===== config.mk =====
export PLATFORM = sky130hd
export DESIGN_NAME = ipd_decoder
export DESIGN_NICKNAME = d
export VERILOG_FILES = /design/src/ipd_pkg.sv /design/src/ipd_xfer_decode.sv /design/src/ipd_decoder.sv
export SDC_FILE = /design/constraint.sdc
export NUM_CORES = 1
export LEC_CHECK = 0
export ABC_AREA = 1
export BUFFER_PORTS_ARGS = -buffer_cell sky130_fd_sc_hd__buf_2
export CAP_MARGIN = 20
export CORE_UTILIZATION = 35
export DETAILED_ROUTE_END_ITERATION = 8
export PLACE_DENSITY = 0.68
export SLEW_MARGIN = 20
export SYNTH_ARGS = -nofsm -noshare
export SYNTH_HDL_FRONTEND = slang
export SYNTH_SLANG_ARGS = --single-unit
export TNS_END_PERCENT = 100

===== constraint.sdc =====
create_clock -name clk_i -period 0.9 [get_ports clk_i]
set_input_delay 0.045 -clock clk_i [delete_from_list [all_inputs] [get_ports clk_i]]
set_output_delay 0.045 -clock clk_i [all_outputs]
set_load 0.005 [all_outputs]

===== src/ipd_pkg.sv =====
// Shared constants and types for the indexed postbyte decoder.
// Assumes a single processor clock; every consumer imports the whole package.
package ipd_pkg;

  // Postbyte field positions.
  localparam int unsigned PB_MODE_BIT = 7;
  localparam int unsigned PB_SEL_HI   = 6;
  localparam int unsigned PB_SEL_LO   = 5;
  localparam int unsigned PB_IND_BIT  = 4;
  localparam int unsigned PB_OFF5_HI  = 4;
  localparam int unsigned PB_LOW_HI   = 3;

  // Base select field codes.
  localparam logic [1:0] SEL_INDEX_ONE  = 2'h0;
  localparam logic [1:0] SEL_INDEX_TWO  = 2'h1;
  localparam logic [1:0] SEL_SECOND_STK = 2'h2;
  localparam logic [1:0] SEL_CALL_FRAME = 2'h3;

  // Low nibble form codes when the mode bit is set.
  localparam logic [3:0] LN_INC1      = 4'h0;
  localparam logic [3:0] LN_INC2      = 4'h1;
  localparam logic [3:0] LN_DEC1      = 4'h2;
  localparam logic [3:0] LN_DEC2      = 4'h3;
  localparam logic [3:0] LN_ZERO      = 4'h4;
  localparam logic [3:0] LN_ACC_LOW   = 4'h5;
  localparam logic [3:0] LN_ACC_HIGH  = 4'h6;
  localparam logic [3:0] LN_OFF8      = 4'h8;
  localparam logic [3:0] LN_OFF16     = 4'h9;
  localparam logic [3:0] LN_ACC_PAIR  = 4'hB;
  localparam logic [3:0] LN_PCREL8    = 4'hC;
  localparam logic [3:0] LN_PCREL16   = 4'hD;
  localparam logic [3:0] LN_ABS       = 4'hF;
  localparam logic [7:0] ABS_POSTBYTE = 8'h9F;

  // Extra cycle costs of the direct forms and of absolute indirect; indirection adds IND_EXTRA to all but the absolute form.
  localparam logic [3:0] CYC_NONE   = 4'h0;
  localparam logic [3:0] CYC_OFF5   = 4'h1;
  localparam logic [3:0] CYC_ZERO   = 4'h0;
  localparam logic [3:0] CYC_ACC8   = 4'h1;
  localparam logic [3:0] CYC_OFF8   = 4'h1;
  localparam logic [3:0] CYC_OFF16  = 4'h4;
  localparam logic [3:0] CYC_PAIR   = 4'h4;
  localparam logic [3:0] CYC_STEP1  = 4'h2;
  localparam logic [3:0] CYC_STEP2  = 4'h3;
  localparam logic [3:0] CYC_PCR8   = 4'h1;
  localparam logic [3:0] CYC_PCR16  = 4'h5;
  localparam logic [3:0] CYC_ABS    = 4'h5;
  localparam logic [3:0] IND_EXTRA  = 4'h3;

  // Extra byte counts.
  localparam logic [1:0] BYTES_NONE = 2'h0;
  localparam logic [1:0] BYTES_ONE  = 2'h1;
  localparam logic [1:0] BYTES_TWO  = 2'h2;

  // Transfer/exchange register codes.
  localparam logic [3:0] XF_OCTET_PAIR = 4'h0;
  localparam logic [3:0] XF_INDEX_ONE  = 4'h1;
  localparam logic [3:0] XF_INDEX_TWO  = 4'h2;
  localparam logic [3:0] XF_SECOND_STK = 4'h3;
  localparam logic [3:0] XF_CALL_FRAME = 4'h4;
  localparam logic [3:0] XF_PROG_CNT   = 4'h5;
  localparam logic [3:0] XF_HIGH_OCTET = 4'h8;
  localparam logic [3:0] XF_LOW_OCTET  = 4'h9;
  localparam logic [3:0] XF_FLAG       = 4'hA;
  localparam logic [3:0] XF_PAGE_BASE  = 4'hB;

  typedef enum logic [2:0] {
    IPD_BASE_NONE, IPD_BASE_INDEX_ONE, IPD_BASE_INDEX_TWO,
    IPD_BASE_SECOND_STK, IPD_BASE_CALL_FRAME, IPD_BASE_PROG_CNT
  } ipd_base_t;

  typedef enum logic [2:0] {
    IPD_OFF_NONE, IPD_OFF_FIVE, IPD_OFF_EIGHT, IPD_OFF_SIXTEEN,
    IPD_OFF_ACC_HIGH, IPD_OFF_ACC_LOW, IPD_OFF_ACC_PAIR, IPD_OFF_ABSOLUTE
  } ipd_offset_t;

  typedef enum logic [2:0] {
    IPD_STEP_NONE, IPD_STEP_INC1, IPD_STEP_INC2, IPD_STEP_DEC1, IPD_STEP_DEC2
  } ipd_step_t;

  typedef enum logic [3:0] {
    IPD_REG_NONE, IPD_REG_OCTET_PAIR, IPD_REG_INDEX_ONE, IPD_REG_INDEX_TWO,
    IPD_REG_SECOND_STK, IPD_REG_CALL_FRAME, IPD_REG_PROG_CNT,
    IPD_REG_HIGH_OCTET, IPD_REG_LOW_OCTET, IPD_REG_FLAG, IPD_REG_PAGE_BASE
  } ipd_reg_t;

endpackage : ipd_pkg


===== src/ipd_xfer_decode.sv =====
// Register field decoder for transfer and exchange postbytes.
// Assumes the sequencer presents one 4-bit field with a valid strobe.
`timescale 1ns/1ps
module ipd_xfer_decode
  import ipd_pkg::*;
(
  input  wire logic     clk_i,      // Processor clock.
  input  wire logic     rst_i,      // Asynchronous reset, active high.
  input  wire logic [3:0] code_i,   // Register field.
  input  wire logic     valid_i,    // Field valid strobe.
  output logic          valid_o,    // Decode valid, one cycle later.
  output ipd_reg_t      reg_o,      // Selected register.
  output logic          wide_o,     // Register is sixteen bits wide.
  output logic          illegal_o   // Field names no register.
);

  logic     valid_q, valid_d;
  ipd_reg_t reg_q, reg_d;
  logic     wide_q, wide_d;
  logic     ill_q, ill_d;

  // Decode the field; results hold between strobes so the datapath may sample late.
  always_comb begin
    valid_d = valid_i;
    reg_d   = reg_q;
    wide_d  = wide_q;
    ill_d   = ill_q;
    if (valid_i) begin
      wide_d = 1'b0;
      ill_d  = 1'b0;
      case (code_i)
        XF_OCTET_PAIR: begin reg_d = IPD_REG_OCTET_PAIR; wide_d = 1'b1; end
        XF_INDEX_ONE:  begin reg_d = IPD_REG_INDEX_ONE;  wide_d = 1'b1; end
        XF_INDEX_TWO:  begin reg_d = IPD_REG_INDEX_TWO;  wide_d = 1'b1; end
        XF_SECOND_STK: begin reg_d = IPD_REG_SECOND_STK; wide_d = 1'b1; end
        XF_CALL_FRAME: begin reg_d = IPD_REG_CALL_FRAME; wide_d = 1'b1; end
        XF_PROG_CNT:   begin reg_d = IPD_REG_PROG_CNT;   wide_d = 1'b1; end
        XF_HIGH_OCTET: reg_d = IPD_REG_HIGH_OCTET;
        XF_LOW_OCTET:  reg_d = IPD_REG_LOW_OCTET;
        XF_FLAG:       reg_d = IPD_REG_FLAG;
        XF_PAGE_BASE:  reg_d = IPD_REG_PAGE_BASE;
        default: begin
          reg_d = IPD_REG_NONE;
          ill_d = 1'b1;
        end
      endcase
    end
  end

  // State registers.
  always_ff @(posedge clk_i or posedge rst_i) begin
    if (rst_i) begin
      valid_q <= 1'b0;
      reg_q   <= IPD_REG_NONE;
      wide_q  <= 1'b0;
      ill_q   <= 1'b0;
    end else begin
      valid_q <= valid_d;
      reg_q   <= reg_d;
      wide_q  <= wide_d;
      ill_q   <= ill_d;
    end
  end

  assign valid_o   = valid_q;
  assign reg_o     = reg_q;
  assign wide_o    = wide_q;
  assign illegal_o = ill_q;
endmodule : ipd_xfer_decode


===== src/ipd_decoder.sv =====
// Indexed addressing postbyte decoder with transfer register field decode.
// Assumes the fetch sequencer strobes each fetched byte on the processor clock.
`timescale 1ns/1ps
module ipd_decoder
  import ipd_pkg::*;
(
  input  wire logic        clk_i,             // Processor clock, 100 MHz.
  input  wire logic        rst_i,             // Asynchronous reset, active high.
  input  wire logic [7:0]  postbyte_i,        // Fetched indexed postbyte.
  input  wire logic        postbyte_valid_i,  // Postbyte strobe.
  input  wire logic [3:0]  xfer_code_i,       // Transfer register field.
  input  wire logic        xfer_valid_i,      // Transfer field strobe.
  output logic             dec_valid_o,       // Decode result valid pulse.
  output ipd_base_t        base_o,            // Base register to add to.
  output ipd_offset_t      offset_kind_o,     // Offset source.
  output ipd_step_t        step_o,            // Auto step on the base.
  output logic             indirect_o,        // Address is fetched from memory.
  output logic             abs_indirect_o,    // Absolute indirect form.
  output logic [1:0]       extra_bytes_o,     // Offset bytes still to fetch.
  output logic [3:0]       extra_cycles_o,    // Extra cycles of this form.
  output logic [15:0]      short_offset_o,    // Sign-extended five-bit offset.
  output logic             illegal_o,         // Undefined postbyte.
  output logic             xfer_valid_o,      // Transfer decode valid.
  output ipd_reg_t         xfer_reg_o,        // Transfer register.
  output logic             xfer_wide_o,       // Transfer register is wide.
  output logic             xfer_illegal_o     // Transfer field undefined.
);

  // Maps the base select field onto a base register.
  function automatic ipd_base_t base_of(input logic [1:0] sel);
    ipd_base_t b;
    case (sel)
      SEL_INDEX_ONE:  b = IPD_BASE_INDEX_ONE;
      SEL_INDEX_TWO:  b = IPD_BASE_INDEX_TWO;
      SEL_SECOND_STK: b = IPD_BASE_SECOND_STK;
      SEL_CALL_FRAME: b = IPD_BASE_CALL_FRAME;
      default:        b = IPD_BASE_NONE;
    endcase
    return b;
  endfunction : base_of

  // Sign-extends the five-bit offset to the address width.
  function automatic logic [15:0] sext5(input logic [4:0] v);
    return {{11{v[4]}}, v};
  endfunction : sext5

  logic              valid_q, valid_d;
  ipd_base_t         base_q, base_d;
  ipd_offset_t       kind_q, kind_d;
  ipd_step_t         step_q, step_d;
  logic              ind_q, ind_d;
  logic              abs_q, abs_d;
  logic [1:0]        bytes_q, bytes_d;
  logic [3:0]        cyc_q, cyc_d;
  logic [15:0]       off_q, off_d;
  logic              ill_q, ill_d;

  logic [3:0]        low_nib;
  logic              ind_bit;

  assign low_nib = postbyte_i[PB_LOW_HI:0];
  assign ind_bit = postbyte_i[PB_IND_BIT];

  // Decode of one postbyte. Results hold between strobes, so the address
  // adder can keep using them while the offset bytes are still fetched.
  always_comb begin
    valid_d = postbyte_valid_i;
    base_d  = base_q;
    kind_d  = kind_q;
    step_d  = step_q;
    ind_d   = ind_q;
    abs_d   = abs_q;
    bytes_d = bytes_q;
    cyc_d   = cyc_q;
    off_d   = off_q;
    ill_d   = ill_q;
    if (postbyte_valid_i) begin
      base_d  = base_of(postbyte_i[PB_SEL_HI:PB_SEL_LO]);
      kind_d  = IPD_OFF_NONE;
      step_d  = IPD_STEP_NONE;
      ind_d   = 1'b0;
      abs_d   = 1'b0;
      bytes_d = BYTES_NONE;
      cyc_d   = CYC_NONE;
      off_d   = '0;
      ill_d   = 1'b0;
      if (!postbyte_i[PB_MODE_BIT]) begin
        // Bit 4 is the offset sign here, so this form can never be indirect;
        // an indirect short offset is built by the assembler as the 8-bit form.
        kind_d = IPD_OFF_FIVE;
        cyc_d  = CYC_OFF5;
        off_d  = sext5(postbyte_i[PB_OFF5_HI:0]);
      end else begin
        ind_d = ind_bit;
        case (low_nib)
          LN_INC1: begin
            step_d = IPD_STEP_INC1;
            cyc_d  = CYC_STEP1;
            ill_d  = ind_bit;
          end
          LN_INC2: begin
            step_d = IPD_STEP_INC2;
            cyc_d  = CYC_STEP2;
          end
          LN_DEC1: begin
            step_d = IPD_STEP_DEC1;
            cyc_d  = CYC_STEP1;
            ill_d  = ind_bit;
          end
          LN_DEC2: begin
            step_d = IPD_STEP_DEC2;
            cyc_d  = CYC_STEP2;
          end
          LN_ZERO: begin
            kind_d = IPD_OFF_NONE;
            cyc_d  = CYC_ZERO;
          end
          LN_ACC_LOW: begin
            kind_d = IPD_OFF_ACC_LOW;
            cyc_d  = CYC_ACC8;
          end
          LN_ACC_HIGH: begin
            kind_d = IPD_OFF_ACC_HIGH;
            cyc_d  = CYC_ACC8;
          end
          LN_ACC_PAIR: begin
            kind_d = IPD_OFF_ACC_PAIR;
            cyc_d  = CYC_PAIR;
          end
          LN_OFF8: begin
            kind_d  = IPD_OFF_EIGHT;
            cyc_d   = CYC_OFF8;
            bytes_d = BYTES_ONE;
          end
          LN_OFF16: begin
            kind_d  = IPD_OFF_SIXTEEN;
            cyc_d   = CYC_OFF16;
            bytes_d = BYTES_TWO;
          end
          LN_PCREL8: begin
            base_d  = IPD_BASE_PROG_CNT;
            kind_d  = IPD_OFF_EIGHT;
            cyc_d   = CYC_PCR8;
            bytes_d = BYTES_ONE;
          end
          LN_PCREL16: begin
            base_d  = IPD_BASE_PROG_CNT;
            kind_d  = IPD_OFF_SIXTEEN;
            cyc_d   = CYC_PCR16;
            bytes_d = BYTES_TWO;
          end
          LN_ABS: begin
            // Only one exact byte is defined; the other selects are holes.
            if (postbyte_i == ABS_POSTBYTE) begin
              abs_d   = 1'b1;
              base_d  = IPD_BASE_NONE;
              kind_d  = IPD_OFF_ABSOLUTE;
              cyc_d   = CYC_ABS;
              bytes_d = BYTES_TWO;
            end else begin
              ill_d = 1'b1;
            end
          end
          default: ill_d = 1'b1;
        endcase
        // The absolute form already carries its full cost.
        if (ind_bit && !abs_d) begin
          cyc_d = cyc_d + IND_EXTRA;
        end
      end
      // An undefined form must not steer the adder, so its fields are blanked.
      if (ill_d) begin
        base_d  = IPD_BASE_NONE;
        kind_d  = IPD_OFF_NONE;
        step_d  = IPD_STEP_NONE;
        ind_d   = 1'b0;
        abs_d   = 1'b0;
        bytes_d = BYTES_NONE;
        cyc_d   = CYC_NONE;
        off_d   = '0;
      end
    end
  end

  // Decode registers; the result is ready one cycle after the strobe.
  always_ff @(posedge clk_i or posedge rst_i) begin
    if (rst_i) begin
      valid_q <= 1'b0;
      base_q  <= IPD_BASE_NONE;
      kind_q  <= IPD_OFF_NONE;
      step_q  <= IPD_STEP_NONE;
      ind_q   <= 1'b0;
      abs_q   <= 1'b0;
      bytes_q <= BYTES_NONE;
      cyc_q   <= CYC_NONE;
      off_q   <= '0;
      ill_q   <= 1'b0;
    end else begin
      valid_q <= valid_d;
      base_q  <= base_d;
      kind_q  <= kind_d;
      step_q  <= step_d;
      ind_q   <= ind_d;
      abs_q   <= abs_d;
      bytes_q <= bytes_d;
      cyc_q   <= cyc_d;
      off_q   <= off_d;
      ill_q   <= ill_d;
    end
  end

  assign dec_valid_o    = valid_q;
  assign base_o         = base_q;
  assign offset_kind_o  = kind_q;
  assign step_o         = step_q;
  assign indirect_o     = ind_q;
  assign abs_indirect_o = abs_q;
  assign extra_bytes_o  = bytes_q;
  assign extra_cycles_o = cyc_q;
  assign short_offset_o = off_q;
  assign illegal_o      = ill_q;

  // Transfer and exchange register field decode.
  ipd_xfer_decode u_xfer (
    .clk_i     (clk_i),
    .rst_i     (rst_i),
    .code_i    (xfer_code_i),
    .valid_i   (xfer_valid_i),
    .valid_o   (xfer_valid_o),
    .reg_o     (xfer_reg_o),
    .wide_o    (xfer_wide_o),
    .illegal_o (xfer_illegal_o)
  );
endmodule : ipd_decoder


==> results.yml <==
clocking:
  clock_latency_ns: 0.27
  cts_buffer_depth: 2
  clockRootBuffer: "clkbuf_8"
  cts_tree: "done"
  cts_buffers: 5
  clk_pin_slew_worst_paths_ns: 0.06
  clock_sinks: 31
  htreeDepth: 2
sta:
  finClkSkew_ns: 0
  hold_viol: 0
  finalCriticalPeriod_ns: 0.949
  rsz0062_at_grt: "yes"
  hold_slack_ns: 0.0240
  post-route-period-util: 1.05
  slew_headroom: 0.784
  fmax_mhz: 1050
  finalSetupViolCount: 14
  slew_violations: 0
  worst_pin_slew_ns: 0.321
  layout_setup_ws_ns: -0.0493
logic_synthesis:
  synthTopCellsByArea: "dfrtp_1, nand2_1, buf_4"
  synth.top_cell.area_share: 0.454
  netlist_area_mm2: 0.00171
  synth_edf_count: 0
  synth-main-ff-cell: "dfrtp_1"
  ys_async_sr_fraction: 1.00
  synth_cell_type_count: 26
  synth_common_cells: "nand2_1, dfrtp_1, inv_1, nor2_1, nand3_1"
  yosysSeqAreaShare: 0.454
  avgSynthCellArea_um2: 7.88
  syn_nets: 237
  ys_warn_count: 0
  synth_top_cell_by_area: "dfrtp_1"
  postSynthCellCount: 217
  synth_most_common_cell: "nand2_1"
  ys_ff_latch: 31
route:
  drc: 0
  postRouteAntennaNets: 0
  dr.pass1.iters: 4
  wl_per_cell_um: 12.3
  routed-via-count: 1713
  met3_length_um: 137
  dr.first_iter.drc_count: 48
  vias_per_cell: 4.51
  m1WireLength_um: 2100
  wl_met2_um: 2350
  route.top_layer_used: "met4"
  finalWirelength_um: 4680
min_path:
  hold_depth: 2
  worstHoldStart: "xfer_code_i[0]"
  whs_endpoint: "u_xfer.reg_o[0]"
  hold_path.class: "input port to flop"
power:
  ir_drop_v: 0.000918
  seqPwrFrac: 0.405
  power.density_mw_per_mm2: 1400
  p_switching_uw: 1010
  p_leak_uw: 0.00150
  p_sw_frac: 0.262
  clock_power_share: 0.363
  internal_power_uw: 2830
  power_frac_comb: 0.233
global_route:
  globalRouteOverflowTotal: 0
  grt_max_degree: 32
  first_global_vias: 1625
  grt_use_total: 0.183
  grt_first_pass_wirelength_um: 7300
  antenna_found_initial: 0
layout:
  layoutNonFillerInstCount: 380
  final_util: 0.582
  antennaDiodeCount: 0
  area_growth_pct: 60.6
  nets: 332
  drive_above_1_share: 0.498
worst_setup_path:
  worstRegToRegCells: 2
  cp.required_ns: 0.85
  end_kind: "output pin"
  crit_fanout: 13
  crit_family: "flip-flops"
  crit_chain: "buf_2"
  critical_path.max_stage_delay_ns: 0.47
  cpMaxStageDelayCell: "dfrtp_2"
  r2r-start: "short_offset_o[14]"
  worstPathArrival_ns: 0.90
  worst_r2r_endpoint: "short_offset_o[14]"
  critical_path_class: "flop to output pin"
  crit_buf_inv: 1
  rrSetupSlack_ns: 0.18
  startpoint_type: "flop"
floorplanning:
  pin_count: 58
  dieArea_mm2: 0.00517
  rows: 25
  die_h_um: 71.9
  fp.coreArea_mm2: 0.00472
  start_util: 0.362
  die_w_um: 71.9
placement:
  gp_congestion: 0.910
  io_buffers: 57
  placedCellCount: 358
  hpwl_um: 3380
outcome:
  status: "finished, violations left"
  violations: "negative setup slack"
run:
  maxCapViolCount: 0
registers in the layout (all words and copies together) (netlist names):
signal,flops
offset_kind_o,3
u_xfer.wide_o,1
abs_indirect_o,1
extra_cycles_o,4
base_o,3
u_xfer.reg_o,4
u_xfer.valid_o,1
u_xfer.illegal_o,1
indirect_o,1
illegal_o,1
step_o,3
short_offset_o,5
extra_bytes_o,2
dec_valid_o,1
layer usage:
layer | global-route usage | vias up
met5 | 0 | -
met4 | 0.0741 | 0
met3 | 0.0361 | 9
met2 | 0.299 | 35
met1 | 0.239 | 803
li1 | - | 866
cell families after synthesis:
| logic type | after synthesis | share of synthesized area |
|---|---|---|
| adders and majority gates | 4 | 0.0293 |
| DFF | 31 | 0.454 |
| AOI/OAI and AO/OA | 24 | 0.0893 |
| buffers and inverters | 38 | 0.112 |
| and+or+nand+nor | 120 | 0.316 |
power by group through the flow:
stage                     Clock [µW]  Sequential (µW)  Combinational (µW)
after global routing            1490             1570                 981
final                           1390             1550                 894
after detailed placement           0             1580                 720
after CTS                       1440             1550                 808
after floorplan                    0             1590                 376
after global placement             0             1570                 709
what timing repair did:
action | CTS | global route
gates resized for setup | 29 | 38
hold buffers | 4 | 0
cloned | 0 | 0
pin swaps | 15 | 20
buffers inserted | 8 | 4
endpoints found under the hold margin | 34 | 0
endpoints found under the setup margin | 15 | 17
cell type report:
class / instances / area, µm²
fill: 446 / 1980
multi-input combinational: 148 / 870
sequential: 31 / 777
timing repair buffer: 103 / 766
inverter: 23 / 134
tap: 67 / 83.8
clock buffer: 6 / 82.6
clock inverter: 2 / 35.0
layout by cell type, fill, tap and decap left out, drive strengths merged:
cell type / instances
a21oi: 4
buf: 99
bufinv: 1
clkbuf: 6
clkinv: 4
dfrtp: 31
dlygate4sd3: 4
ha: 4
inv: 20
nand2: 79
nand3: 14
nand4: 2
nor2: 22
nor3: 3
o2111ai: 1
o211ai: 3
o21a: 1
o21ai: 15
stage by stage:
| step | total power (µW) | setup WS, ns | area (µm²) | setup TNS [ns] |
|---|---|---|---|---|
| finish | 3840 | -0.0493 | 2750 | -0.541 |
| global placement | 2280 | -0.381 | 2260 | -4.58 |
| floorplan | 1970 | -0.263 | 1740 | -0.673 |
| global route | 4040 | -0.0943 | 2750 | -1.19 |
| detailed placement | 2300 | -0.452 | 2260 | -4.60 |
| CTS | 3800 | -0.0510 | 2580 | -0.602 |
how the worst max path moves through the flow:
stage | start | to | cells past startpoint
2_1_floorplan | postbyte_i[4] | extra_cycles_o[1] | 11
3_3_place_gp | postbyte_i[3] | extra_cycles_o[2] | 11
3_5_place_dp | postbyte_i[1] | extra_cycles_o[2] | 12
4_1_cts | short_offset_o[14] | short_offset_o[9] | 1
5_1_grt | postbyte_i[1] | extra_cycles_o[1] | 12
6_report | short_offset_o[14] | short_offset_o[8] | 1
Power figures use the tool's default switching activity.
